**config.mk**
```make
export PLATFORM = sky130hd
export DESIGN_NAME = cpmic_top
export DESIGN_NICKNAME = d
export VERILOG_FILES = /design/src/rtl/cpmic_pkg.sv /design/src/rtl/cpmic_top.sv
export SDC_FILE = /design/constraint.sdc
export NUM_CORES = 1
export LEC_CHECK = 0
export ABC_AREA = 0
export BUFFER_PORTS_ARGS = -buffer_cell sky130_fd_sc_hd__clkbuf_2
export CAP_MARGIN = 15
export CORE_ASPECT_RATIO = 0.9
export CORE_MARGIN = 3
export CORE_UTILIZATION = 54
export CTS_BUF_LIST = sky130_fd_sc_hd__clkbuf_8 sky130_fd_sc_hd__clkbuf_16
export DETAILED_ROUTE_END_ITERATION = 12
export PLACE_DENSITY_LB_ADDON = 0.08
export REMOVE_ABC_BUFFERS = 1
export SLEW_MARGIN = 10
export SYNTH_ARGS = -nofsm -noshare
export SYNTH_HDL_FRONTEND = slang
export SYNTH_SLANG_ARGS = --single-unit
```
**constraint.sdc**
```tcl
create_clock -name core_clk -period 3.26 [get_ports core_clk]
set_input_delay 0.652 -clock core_clk [delete_from_list [all_inputs] [get_ports core_clk]]
set_output_delay 0.652 -clock core_clk [all_outputs]
set_load 0.005 [all_outputs]
```
**src/rtl/cpmic_pkg.sv**
```systemverilog
// Package: register map, fields, reset values and states of the CAN power block
// Operation
// - With auto power save on, gate clocks only when fully idle and running.
// - Ungate as soon as any idle condition fails; keep gating and ungating.
// - Nineteen interrupt sources: sixteen buffers plus bus-off, error, wake-up.
// - A buffer requests an interrupt only when its enable bit is set.
// - One flag per buffer, set on transmit or receive success alike.
// - Flag clears by read while set, then write one; new event blocks clear.
// - Bus-off, error, wake-up flags in error status behave the same way.
// - Bus-off and error enables in control zero; wake enable in configuration.
// - No protection against any programming; every value is accepted.
// - Setting halt after synchronisation makes the not-ready bit set.
// - Bit 15 sleep: one stops clocks; CPU sets, CPU or self-wake clears.
// - Bit 14 freeze enable gates halt and breakpoint; clearing leaves debug.
// - Bit 12 halt, reset to one, acts as breakpoint; traffic off until cleared.
// - While halt is set, normally read-only flag bits become writable.
// - Bit 11 not-ready is set in sleep or debug, cleared on leaving; here it stays set through resynchronisation until run.
// - Bit 10 wake-up interrupt enable: one enables, zero disables.
// - In sleep a recessive-to-dominant edge sets the wake flag.
// - In debug or sleep ignore receive, drive transmit recessive, stop frames.
// - After leaving debug wait eleven recessive bits before joining the bus.
package cpmic_pkg;

  localparam int unsigned CPMIC_NUM_BUF = 16;

  localparam logic [7:0] CPMIC_OFS_MCR   = 8'h00;
  localparam logic [7:0] CPMIC_OFS_PWR   = 8'h04;
  localparam logic [7:0] CPMIC_OFS_STAT  = 8'h08;
  localparam logic [7:0] CPMIC_OFS_CTRL0 = 8'h0C;
  localparam logic [7:0] CPMIC_OFS_ERROR_STATUS = 8'h10;
  localparam logic [7:0] CPMIC_OFS_BUFFER_INTERRUPT_ENABLES = 8'h14;
  localparam logic [7:0] CPMIC_OFS_BUFFER_EVENT_FLAGS = 8'h18;

  localparam int unsigned CPMIC_MCR_SLEEP   = 15;
  localparam int unsigned CPMIC_MCR_FRZ     = 14;
  localparam int unsigned CPMIC_MCR_HALT    = 12;
  localparam int unsigned CPMIC_MCR_NRDY    = 11;
  localparam int unsigned CPMIC_MCR_WAKEUP_IRQ_ENABLE = 10;

  localparam int unsigned CPMIC_PWR_APS   = 0;
  localparam int unsigned CPMIC_PWR_AWAKE = 1;

  localparam int unsigned CPMIC_STAT_GATED = 0;
  localparam int unsigned CPMIC_STAT_DEBUG = 1;
  localparam int unsigned CPMIC_STAT_SLEEP = 2;

  localparam int unsigned CPMIC_CTRL0_BOFF_EN = 15;
  localparam int unsigned CPMIC_CTRL0_ERR_EN  = 14;

  localparam int unsigned CPMIC_ES_WAKE = 0;
  localparam int unsigned CPMIC_ES_ERR  = 1;
  localparam int unsigned CPMIC_ES_BOFF = 2;

  localparam logic CPMIC_SLEEP_RST   = 1'b0;
  localparam logic CPMIC_FRZ_RST     = 1'b1;
  localparam logic CPMIC_HALT_RST    = 1'b1;
  localparam logic CPMIC_WAKEUP_IRQ_ENABLE_RST = 1'b0;

  localparam logic [3:0] CPMIC_RESYNC_BITS = 4'hB;

  typedef enum logic [1:0] {
    CPMIC_ST_DEBUG = 2'b00,
    CPMIC_ST_SYNC  = 2'b01,
    CPMIC_ST_RUN   = 2'b11,
    CPMIC_ST_SLEEP = 2'b10
  } cpmic_state_t;

endpackage : cpmic_pkg

```
**src/rtl/cpmic_top.sv**
```systemverilog
// Power modes, clock gating, interrupt flags and configuration with AHB-Lite
//
// The AHB-Lite register port and the register addresses are this design's own decisions.
`timescale 1ns/1ps
module cpmic_top #(
  parameter int unsigned NUM_BUF = cpmic_pkg::CPMIC_NUM_BUF
) (
  input  wire logic               core_clk,
  input  wire logic               rst_n,
  input  wire logic               hsel,
  input  wire logic [31:0]        haddr,
  input  wire logic [1:0]         htrans,
  input  wire logic               hwrite,
  input  wire logic [2:0]         hsize,
  input  wire logic [31:0]        hwdata,
  input  wire logic               hready,
  output logic                    hreadyout,
  output logic                    hresp,
  output logic [31:0]             hrdata,
  input  wire logic               frame_active,
  input  wire logic               buffer_xfer_active,
  input  wire logic               tx_pending,
  input  wire logic               bus_idle,
  input  wire logic               bus_off_state,
  input  wire logic               bit_tick,
  input  wire logic [NUM_BUF-1:0] buf_done,
  input  wire logic               busoff_event,
  input  wire logic               error_event,
  input  wire logic               breakpoint_input,
  input  wire logic               can_rx,
  input  wire logic               core_tx,
  output logic                    can_tx,
  output logic                    core_rx,
  output logic                    comm_enable,
  output logic                    gated_clk,
  output logic                    clocks_gated,
  output logic [NUM_BUF-1:0]      buf_irq,
  output logic                    busoff_irq,
  output logic                    error_irq,
  output logic                    wakeup_irq
);
  import cpmic_pkg::*;

  // Bus slave: address phase capture
  logic         dphase_ff;
  logic         dwrite_ff;
  logic [7:0]   daddr_ff;
  logic         addr_take;

  assign addr_take = hsel & htrans[1] & hready;
  assign hreadyout = 1'b1;
  assign hresp     = 1'b0;

  always_ff @(posedge core_clk or negedge rst_n) begin
    if (!rst_n) begin
      dphase_ff <= 1'b0;
      dwrite_ff <= 1'b0;
      daddr_ff  <= 8'h00;
    end else if (hready) begin
      dphase_ff <= addr_take;
      dwrite_ff <= hwrite;
      daddr_ff  <= {haddr[7:2], 2'b00};
    end
  end

  logic wr_mcr;
  logic wr_pwr;
  logic wr_ctrl0;
  logic wr_error_status;
  logic wr_buffer_interrupt_enables;
  logic wr_buffer_event_flags;
  logic rd_error_status;
  logic rd_buffer_event_flags;
  logic dvalid;

  assign dvalid   = dphase_ff & hready;
  assign wr_mcr   = dvalid & dwrite_ff & (daddr_ff == CPMIC_OFS_MCR);
  assign wr_pwr   = dvalid & dwrite_ff & (daddr_ff == CPMIC_OFS_PWR);
  assign wr_ctrl0 = dvalid & dwrite_ff & (daddr_ff == CPMIC_OFS_CTRL0);
  assign wr_error_status = dvalid & dwrite_ff & (daddr_ff == CPMIC_OFS_ERROR_STATUS);
  assign wr_buffer_interrupt_enables = dvalid & dwrite_ff & (daddr_ff == CPMIC_OFS_BUFFER_INTERRUPT_ENABLES);
  assign wr_buffer_event_flags = dvalid & dwrite_ff & (daddr_ff == CPMIC_OFS_BUFFER_EVENT_FLAGS);
  assign rd_error_status = dvalid & !dwrite_ff & (daddr_ff == CPMIC_OFS_ERROR_STATUS);
  assign rd_buffer_event_flags = dvalid & !dwrite_ff & (daddr_ff == CPMIC_OFS_BUFFER_EVENT_FLAGS);

  // Configuration and control registers
  logic               sleep_ff;
  logic               frz_ff;
  logic               halt_ff;
  logic               wakeup_irq_enable_ff;
  logic               nrdy_ff;
  logic               aps_ff;
  logic               awake_ff;
  logic               boff_en_ff;
  logic               err_en_ff;
  logic [NUM_BUF-1:0] buffer_interrupt_enables_ff;
  logic               self_wake;

  always_ff @(posedge core_clk or negedge rst_n) begin
    if (!rst_n) begin
      sleep_ff   <= CPMIC_SLEEP_RST;
      frz_ff     <= CPMIC_FRZ_RST;
      halt_ff    <= CPMIC_HALT_RST;
      wakeup_irq_enable_ff <= CPMIC_WAKEUP_IRQ_ENABLE_RST;
    end else if (wr_mcr) begin
      // Any value is taken as written; not-ready and bit 13 are not stored
      sleep_ff   <= hwdata[CPMIC_MCR_SLEEP];
      frz_ff     <= hwdata[CPMIC_MCR_FRZ];
      halt_ff    <= hwdata[CPMIC_MCR_HALT];
      wakeup_irq_enable_ff <= hwdata[CPMIC_MCR_WAKEUP_IRQ_ENABLE];
    end else if (self_wake && awake_ff) begin
      sleep_ff   <= 1'b0;
    end
  end

  always_ff @(posedge core_clk or negedge rst_n) begin
    if (!rst_n) begin
      aps_ff   <= 1'b0;
      awake_ff <= 1'b0;
    end else if (wr_pwr) begin
      aps_ff   <= hwdata[CPMIC_PWR_APS];
      awake_ff <= hwdata[CPMIC_PWR_AWAKE];
    end
  end

  always_ff @(posedge core_clk or negedge rst_n) begin
    if (!rst_n) begin
      boff_en_ff <= 1'b0;
      err_en_ff  <= 1'b0;
    end else if (wr_ctrl0) begin
      boff_en_ff <= hwdata[CPMIC_CTRL0_BOFF_EN];
      err_en_ff  <= hwdata[CPMIC_CTRL0_ERR_EN];
    end
  end

  always_ff @(posedge core_clk or negedge rst_n) begin
    if (!rst_n) begin
      buffer_interrupt_enables_ff <= '0;
    end else if (wr_buffer_interrupt_enables) begin
      buffer_interrupt_enables_ff <= hwdata[NUM_BUF-1:0];
    end
  end

  // Mode sequencer
  cpmic_state_t state_ff;
  cpmic_state_t nxt_state;
  logic [3:0]   rcnt_ff;
  logic         rx_prev_ff;
  logic         dbg_req;
  logic         quiet;
  logic         offline;

  assign dbg_req   = frz_ff & (halt_ff | breakpoint_input);
  assign quiet     = bus_idle & !frame_active & !buffer_xfer_active;
  assign self_wake = (state_ff == CPMIC_ST_SLEEP) & rx_prev_ff & !can_rx;
  assign offline   = (state_ff == CPMIC_ST_DEBUG) |
                     (state_ff == CPMIC_ST_SLEEP);

  always_comb begin
    nxt_state = state_ff;
    unique case (state_ff)
      CPMIC_ST_SYNC: begin
        if (sleep_ff && quiet) begin
          nxt_state = CPMIC_ST_SLEEP;
        end else if (dbg_req && quiet) begin
          nxt_state = CPMIC_ST_DEBUG;
        end else if (bit_tick && can_rx &&
                     rcnt_ff == CPMIC_RESYNC_BITS - 4'h1) begin
          nxt_state = CPMIC_ST_RUN;
        end
      end
      CPMIC_ST_RUN: begin
        if (sleep_ff && quiet) begin
          nxt_state = CPMIC_ST_SLEEP;
        end else if (dbg_req && quiet) begin
          nxt_state = CPMIC_ST_DEBUG;
        end
      end
      CPMIC_ST_DEBUG: begin
        // A sleep request leaves debug through SYNC; from there sleep is entered as soon as the bus is quiet, without waiting for resynchronisation
        if (sleep_ff || !dbg_req) begin
          nxt_state = CPMIC_ST_SYNC;
        end
      end
      CPMIC_ST_SLEEP: begin
        if (self_wake && awake_ff) begin
          nxt_state = CPMIC_ST_RUN;
        end else if (!sleep_ff) begin
          nxt_state = CPMIC_ST_SYNC;
        end
      end
    endcase
  end

  always_ff @(posedge core_clk or negedge rst_n) begin
    if (!rst_n) begin
      state_ff <= CPMIC_ST_DEBUG;
    end else begin
      state_ff <= nxt_state;
    end
  end

  // Counts consecutive recessive bit times while resynchronising
  always_ff @(posedge core_clk or negedge rst_n) begin
    if (!rst_n) begin
      rcnt_ff <= 4'h0;
    end else if (state_ff != CPMIC_ST_SYNC) begin
      rcnt_ff <= 4'h0;
    end else if (bit_tick) begin
      rcnt_ff <= can_rx ? rcnt_ff + 4'h1 : 4'h0;
    end
  end

  always_ff @(posedge core_clk or negedge rst_n) begin
    if (!rst_n) begin
      rx_prev_ff <= 1'b1;
    end else begin
      rx_prev_ff <= can_rx;
    end
  end

  always_ff @(posedge core_clk or negedge rst_n) begin
    if (!rst_n) begin
      nrdy_ff <= 1'b1;
    end else begin
      nrdy_ff <= (nxt_state != CPMIC_ST_RUN);
    end
  end

  // Pin isolation and traffic enable
  always_ff @(posedge core_clk or negedge rst_n) begin
    if (!rst_n) begin
      can_tx      <= 1'b1;
      core_rx     <= 1'b1;
      comm_enable <= 1'b0;
    end else begin
      can_tx      <= (offline || halt_ff) ? 1'b1 : core_tx;
      core_rx     <= offline ? 1'b1 : can_rx;
      comm_enable <= (state_ff == CPMIC_ST_RUN) & !halt_ff;
    end
  end

  // Event flags with read-then-write-one clearing
  logic [NUM_BUF-1:0] buffer_event_flags_ff;
  logic [NUM_BUF-1:0] iarm_ff;
  logic [2:0]         error_status_ff;
  logic [2:0]         earm_ff;
  logic [2:0]         eset;
  logic [NUM_BUF-1:0] nxt_buffer_event_flags;
  logic [2:0]         nxt_error_status;

  assign eset = {busoff_event, error_event, self_wake};

  always_comb begin
    nxt_buffer_event_flags = buffer_event_flags_ff;
    if (wr_buffer_event_flags && halt_ff) begin
      nxt_buffer_event_flags = hwdata[NUM_BUF-1:0];
    end else if (wr_buffer_event_flags) begin
      nxt_buffer_event_flags = buffer_event_flags_ff & ~(hwdata[NUM_BUF-1:0] & iarm_ff);
    end
    nxt_buffer_event_flags = nxt_buffer_event_flags | buf_done;
  end

  always_comb begin
    nxt_error_status = error_status_ff;
    if (wr_error_status && halt_ff) begin
      nxt_error_status = hwdata[2:0];
    end else if (wr_error_status) begin
      nxt_error_status = error_status_ff & ~(hwdata[2:0] & earm_ff);
    end
    nxt_error_status = nxt_error_status | eset;
  end

  always_ff @(posedge core_clk or negedge rst_n) begin
    if (!rst_n) begin
      buffer_event_flags_ff <= '0;
      error_status_ff <= 3'h0;
    end else begin
      buffer_event_flags_ff <= nxt_buffer_event_flags;
      error_status_ff <= nxt_error_status;
    end
  end

  // A bit is armed by a read that saw it set; a new event or a write disarms
  always_ff @(posedge core_clk or negedge rst_n) begin
    if (!rst_n) begin
      iarm_ff <= '0;
    end else if (rd_buffer_event_flags) begin
      iarm_ff <= buffer_event_flags_ff & ~buf_done;
    end else if (wr_buffer_event_flags) begin
      iarm_ff <= '0;
    end else begin
      iarm_ff <= iarm_ff & ~buf_done;
    end
  end

  always_ff @(posedge core_clk or negedge rst_n) begin
    if (!rst_n) begin
      earm_ff <= 3'h0;
    end else if (rd_error_status) begin
      earm_ff <= error_status_ff & ~eset;
    end else if (wr_error_status) begin
      earm_ff <= 3'h0;
    end else begin
      earm_ff <= earm_ff & ~eset;
    end
  end

  // Interrupt requests, one per source
  assign buf_irq    = buffer_event_flags_ff & buffer_interrupt_enables_ff;
  assign busoff_irq = error_status_ff[CPMIC_ES_BOFF] & boff_en_ff;
  assign error_irq  = error_status_ff[CPMIC_ES_ERR] & err_en_ff;
  assign wakeup_irq = error_status_ff[CPMIC_ES_WAKE] & wakeup_irq_enable_ff;

  // Clock gating
  logic bus_access;
  logic aps_idle;
  logic gate_on;
  logic clk_en_lo_ff;

  assign bus_access = (hsel & htrans[1]) | dphase_ff;
  assign aps_idle   = aps_ff & !frame_active & !buffer_xfer_active &
                      !tx_pending & !bus_access & !bus_off_state &
                      (state_ff == CPMIC_ST_RUN);
  assign gate_on    = aps_idle | ((state_ff == CPMIC_ST_SLEEP) &
                      !bus_access);

  // Enable changes only while the clock is low, so the AND cannot glitch
  always_ff @(negedge core_clk or negedge rst_n) begin
    if (!rst_n) begin
      clk_en_lo_ff <= 1'b1;
    end else begin
      clk_en_lo_ff <= !gate_on;
    end
  end

  assign gated_clk    = core_clk & clk_en_lo_ff;
  assign clocks_gated = !clk_en_lo_ff;

  // Read data during the data phase
  always_comb begin
    hrdata = 32'h0000_0000;
    if (dphase_ff && !dwrite_ff) begin
      unique case (daddr_ff)
        CPMIC_OFS_MCR: begin
          hrdata[CPMIC_MCR_SLEEP]   = sleep_ff;
          hrdata[CPMIC_MCR_FRZ]     = frz_ff;
          hrdata[CPMIC_MCR_HALT]    = halt_ff;
          hrdata[CPMIC_MCR_NRDY]    = nrdy_ff;
          hrdata[CPMIC_MCR_WAKEUP_IRQ_ENABLE] = wakeup_irq_enable_ff;
        end
        CPMIC_OFS_PWR: begin
          hrdata[CPMIC_PWR_APS]   = aps_ff;
          hrdata[CPMIC_PWR_AWAKE] = awake_ff;
        end
        CPMIC_OFS_STAT: begin
          hrdata[CPMIC_STAT_GATED] = !clk_en_lo_ff;
          hrdata[CPMIC_STAT_DEBUG] = (state_ff == CPMIC_ST_DEBUG);
          hrdata[CPMIC_STAT_SLEEP] = (state_ff == CPMIC_ST_SLEEP);
        end
        CPMIC_OFS_CTRL0: begin
          hrdata[CPMIC_CTRL0_BOFF_EN] = boff_en_ff;
          hrdata[CPMIC_CTRL0_ERR_EN]  = err_en_ff;
        end
        CPMIC_OFS_ERROR_STATUS: hrdata[2:0]         = error_status_ff;
        CPMIC_OFS_BUFFER_INTERRUPT_ENABLES: hrdata[NUM_BUF-1:0] = buffer_interrupt_enables_ff;
        CPMIC_OFS_BUFFER_EVENT_FLAGS: hrdata[NUM_BUF-1:0] = buffer_event_flags_ff;
        default:         hrdata = 32'h0000_0000;
      endcase
    end
  end

endmodule : cpmic_top

```
Word-level counts from Yosys, hierarchy flattened. Cells that the tools add are included. W data, S select, Z words.

Reduce and logical (&&, ||, !) cells: 25. Bitwise logic cells: 49. Equal/unequal tests: 12. Multiplexer cells: 31. $add $sub $neg: 1.

Operator list (count): $and A16 B16 Y16 (5); $mux W16 (5); $not A16 Y16 (2); $and A1 B1 Y1 (30); $eq A6 B3 Y1 const B (3); $mux W2 (8); $or A16 B16 Y16 (1); $pmux W2 S4 (2); $pmux W7 S2 (1); $and A3 B3 Y3 (4); $eq A6 B2 Y1 const B (2); $mux W3 (4); $mux W4 (3); $logic_not A1 Y1 (11); $pmux W2 S5 (1); $pmux W3 S3 (1); $logic_and A1 B1 Y1 (8); $logic_not A8 Y1 (1); $eq A6 B1 Y1 const B (1); $not A3 Y3 (2); $add A4 B1 Y4 const B (1); $eq A2 B2 Y1 const B (2); $eq A4 B4 Y1 const B (1); $mux W1 (4); other kinds (10) (15).

Logic and storage cells: 142. Register bits: 82. Output and inout port bits: 58. Input port bits: 101.

Logic depth before layout (Yosys ltp).
Word-level depth: 9. Gate-level depth with buffers: 6. Mapped depth without buffers: 5.

==> metrics.md <==
| Metric | Value |
|---|---|
| Synth async-reset ratio | 100% |
| Worst Hold Class | in2async |
| Commonest non-fill, non-tap cell in the layout | clkbuf_2 |
| Post-synthesis register bit count | 82 |
| Relative max-transition margin | 48.0% |
| Critical Path Max Stage Delay | approximately 500 ps |
| Post-synthesis sequential area ratio | about 46% |
| WP depth | 4 |
| Max cap viols | 0 |
| Internal | 1490 uW |
| Setup ws final | -293 ps |
| Primary FF master, synth | dfrtp_1 |
| Critical Path Source Type | flop |
| Worst EP required | 2610 ps |
| CP bufs+invs | 2 |
| Hold Violations, Final | 0 |
| Initial antenna violation count | 0 |
| Hold_ws | between 300 and 400 ps |
| HPWL after detailed placement | between 7000 and 8000 um |
| Syn Inst Count | approximately 440 |
| Worst Setup SP | clk_en_lo_ff |
| Layout area overhead | 15.2% |
| CP Capture Point | hrdata[0] |
| DIE AREA | ~0.0094 mm^2 |
| Cts bufs inserted | 9 |
| Gate power share | roughly an eighth |
| Drt drc | 0 |
| Vias per cell | a little under 6 |
| Drt wl/cell | around 17 um |
| Total Wirelength | between 10000 and 15000 um |
| Max clock buf depth | 2 |
| Number of distinct library cells after synthesis | 50 |
| Core Box Area | between 0.007 and 0.008 mm^2 |
| Number of global-route vias before repair | ~3700 |
| Switching share of power | 29.3% |
| Starting DRT DRC Count | roughly 230 |
| Final Setup Violations | 4 |
| Critical Path End Type | primary output |
| Worst r2r src | state_ff[0] |
| Die W | slightly above 100 um |
| First-pass GRT wire length | between 15000 and 20000 um |
| Worst skew pair latency | 380 ps |
| Initial DRT Pass Iterations | 5 |
| Post-Layout Inst Area | roughly 0.0051 mm^2 |
| Rows | 30 |
| Overall global routing resource usage | approximately a quarter |
| # hold bufs at CTS | 0 |
| Skew final | 35.2 ps |
| RSZ-0062 raised after global routing | yes |
| Switching pwr | 617 uW |
| Synth Warn # | 0 |
| Crit-path slowest cell | dfstp_2 |
| Post-Place Worst Slack | ~39 ps |
| Fin. max-slew vios | 0 |
| CP top delay family | flip-flops |
| Largest net degree at the start of global routing | 60 |
| Worst Path Arrival | roughly 2900 ps |
| Syn avg cell area | about 10 um^2 |
| Die Ht | ~92 um |
| Worst reg2reg setup slack | roughly 840 ps |
| I/O pin total | around 160 |
| Post-CTS setup buffers | 0 |
| Cell Pwr Density | 412 mW/mm^2 |
| Most frequent cells in the layout | clkbuf_2, dfrtp_1, nand2_1 |
| Worst reg2reg endpoint | clk_en_lo_ff |
| Flop pwr share | ~54% |
| CP Max Fanout | 2 |
| Grt ovf | 0 |
| Root buf cell | clkbuf_8 |
| H-tree Lvls | 3 |
| Initial Utilization | 57.2% |
| Share of cells above drive strength 1 | between 30% and 40% |
| Gpl congestion | between 0.8 and 0.9 |
| Synthesized cell area | approximately 0.0044 mm^2 |
| Clk pwr share | 34.4% |
| Clock Pin Slew Worst Setup and Hold Paths | roughly 90 ps |
| Final net count | 639 |
| Failing checks | setup timing |
| WS Path Type | reg2out |
| CP Cell Sequence | inv_2 -> a22oi_2 -> a21oi_2 -> clkbuf_2 |
| Static Leak | about 0.0025 uW |
| Slew @ Worst Pin | just under 800 ps |
| Maximum vdd drop | ~0.00046 V |
| Status | finished with violations |
| IO buf count | between 90 and 100 |
| CTS tree | done |
| Detailed-route via count | roughly 3700 |
| Antenna diode count | 0 |
| Remaining antenna violation count | 0 |
| Post-place instance area | slightly below 0.005 mm^2 |
| EDFF count, synth | 0 |
| Depth of the most critical reg-to-reg path | 2 |
==> cell type report <==
cell class,count,area (um^2)
Clock buffer,10,129
Clock inverter,9,60.1
Fill cell,670,2650
Inverter,26,97.6
Multi-Input combinational cell,314,2130
Sequential cell,82,2060
Tap cell,96,120
Timing Repair Buffer,100,520
==> per-layer routing <==
| layer | routed length (um) | GRT usage (%) |
|---|---|---|
| met5 | 0 | 0 |
| met4 | 300 | 11.7 |
| met3 | 655 | 4.64 |
| met2 | 5180 | 38.3 |
| met1 | 4820 | 32.9 |
==> worst min path at each step <==
stage	to	slack [ps]	from
final	iarm_ff[9]	310	rst_n
after floorplan	aps_ff	360	rst_n
after global routing	buffer_interrupt_enables_ff[9]	320	rst_n
after detailed placement	earm_ff[0]	510	earm_ff[0]
after global placement	earm_ff[0]	500	earm_ff[0]
after CTS	buffer_interrupt_enables_ff[9]	300	rst_n
==> cells by family (layout without fill, tap and decap cells) <==
logic type,Yosys count,in the layout,share of synthesized area [%]
simple gates,163,163,20.1
fa+ha+maj,2,2,0.563
other cells,2,18,0.169
flops,82,82,46.3
buf+inv,63,145,7.48
mux,35,35,9.59
compound gates,94,94,15.3
xor+xnor,2,2,0.394
==> synthesized netlist by cell type, drive strengths merged, types with 5 or more instances <==
| cell | n | area, um^2 |
|---|---|---|
| inv | 27 | 101 |
| buf | 28 | 201 |
| nand2 | 39 | 154 |
| nor2 | 25 | 113 |
| and2 | 20 | 125 |
| a22oi | 18 | 135 |
| o32ai | 16 | 140 |
| a21oi | 7 | 35.0 |
| a31oi | 19 | 119 |
| o211ai | 18 | 135 |
| dfrtp | 75 | 1880 |
| nand2b | 21 | 131 |
| dfstp | 7 | 184 |
| nor2b | 7 | 43.8 |
| nand3 | 25 | 125 |
| mux2 | 31 | 387 |
| o21ai | 7 | 35.0 |
| nor3 | 5 | 47.5 |
| clkbuf | 8 | 30.0 |
==> stage by stage <==
| step | setup TNS [ps] | util, % | power (uW) | cells |
|---|---|---|---|---|
| global placement | 0 | 63.3 | 1420 | 620 |
| global route | -922 | 65.9 | 2210 | 637 |
| CTS | -818 | 65.7 | 2120 | 637 |
| finish | -751 | 65.9 | 2110 | 637 |
| floorplan | 0 | - | 1280 | 423 |
| detailed placement | 0 | 63.3 | 1430 | 620 |
==> timing repair <==
| item | 4_1_cts | 5_1_grt |
|---|---|---|
| endpoints found under the hold margin | 0 | 0 |
| setup endpoints to repair | 4 | 16 |
| pin swaps | 3 | 0 |
| gates resized for setup | 2 | 4 |
==> power by group through the flow <==
stage               clock [uW]  combinational [uW]  sequential (uW)
finish                     726                 252             1130
global route               785                 286             1140
CTS                        732                 252             1130
detailed placement        24.5                 252             1150
global placement          24.5                 245             1150
floorplan                 13.8                 137             1130
==> registers in the layout, summed over array words and instances, names as in the netlist, 2 cells and up <==
| register | flops |
|---|---|
| error_status_ff | 3 |
| iarm_ff | 16 |
| earm_ff | 3 |
| state_ff | 2 |
| rcnt_ff | 4 |
| daddr_ff | 6 |
| buffer_interrupt_enables_ff | 16 |
| buffer_event_flags_ff | 16 |
Power figures use the tool's default switching activity.
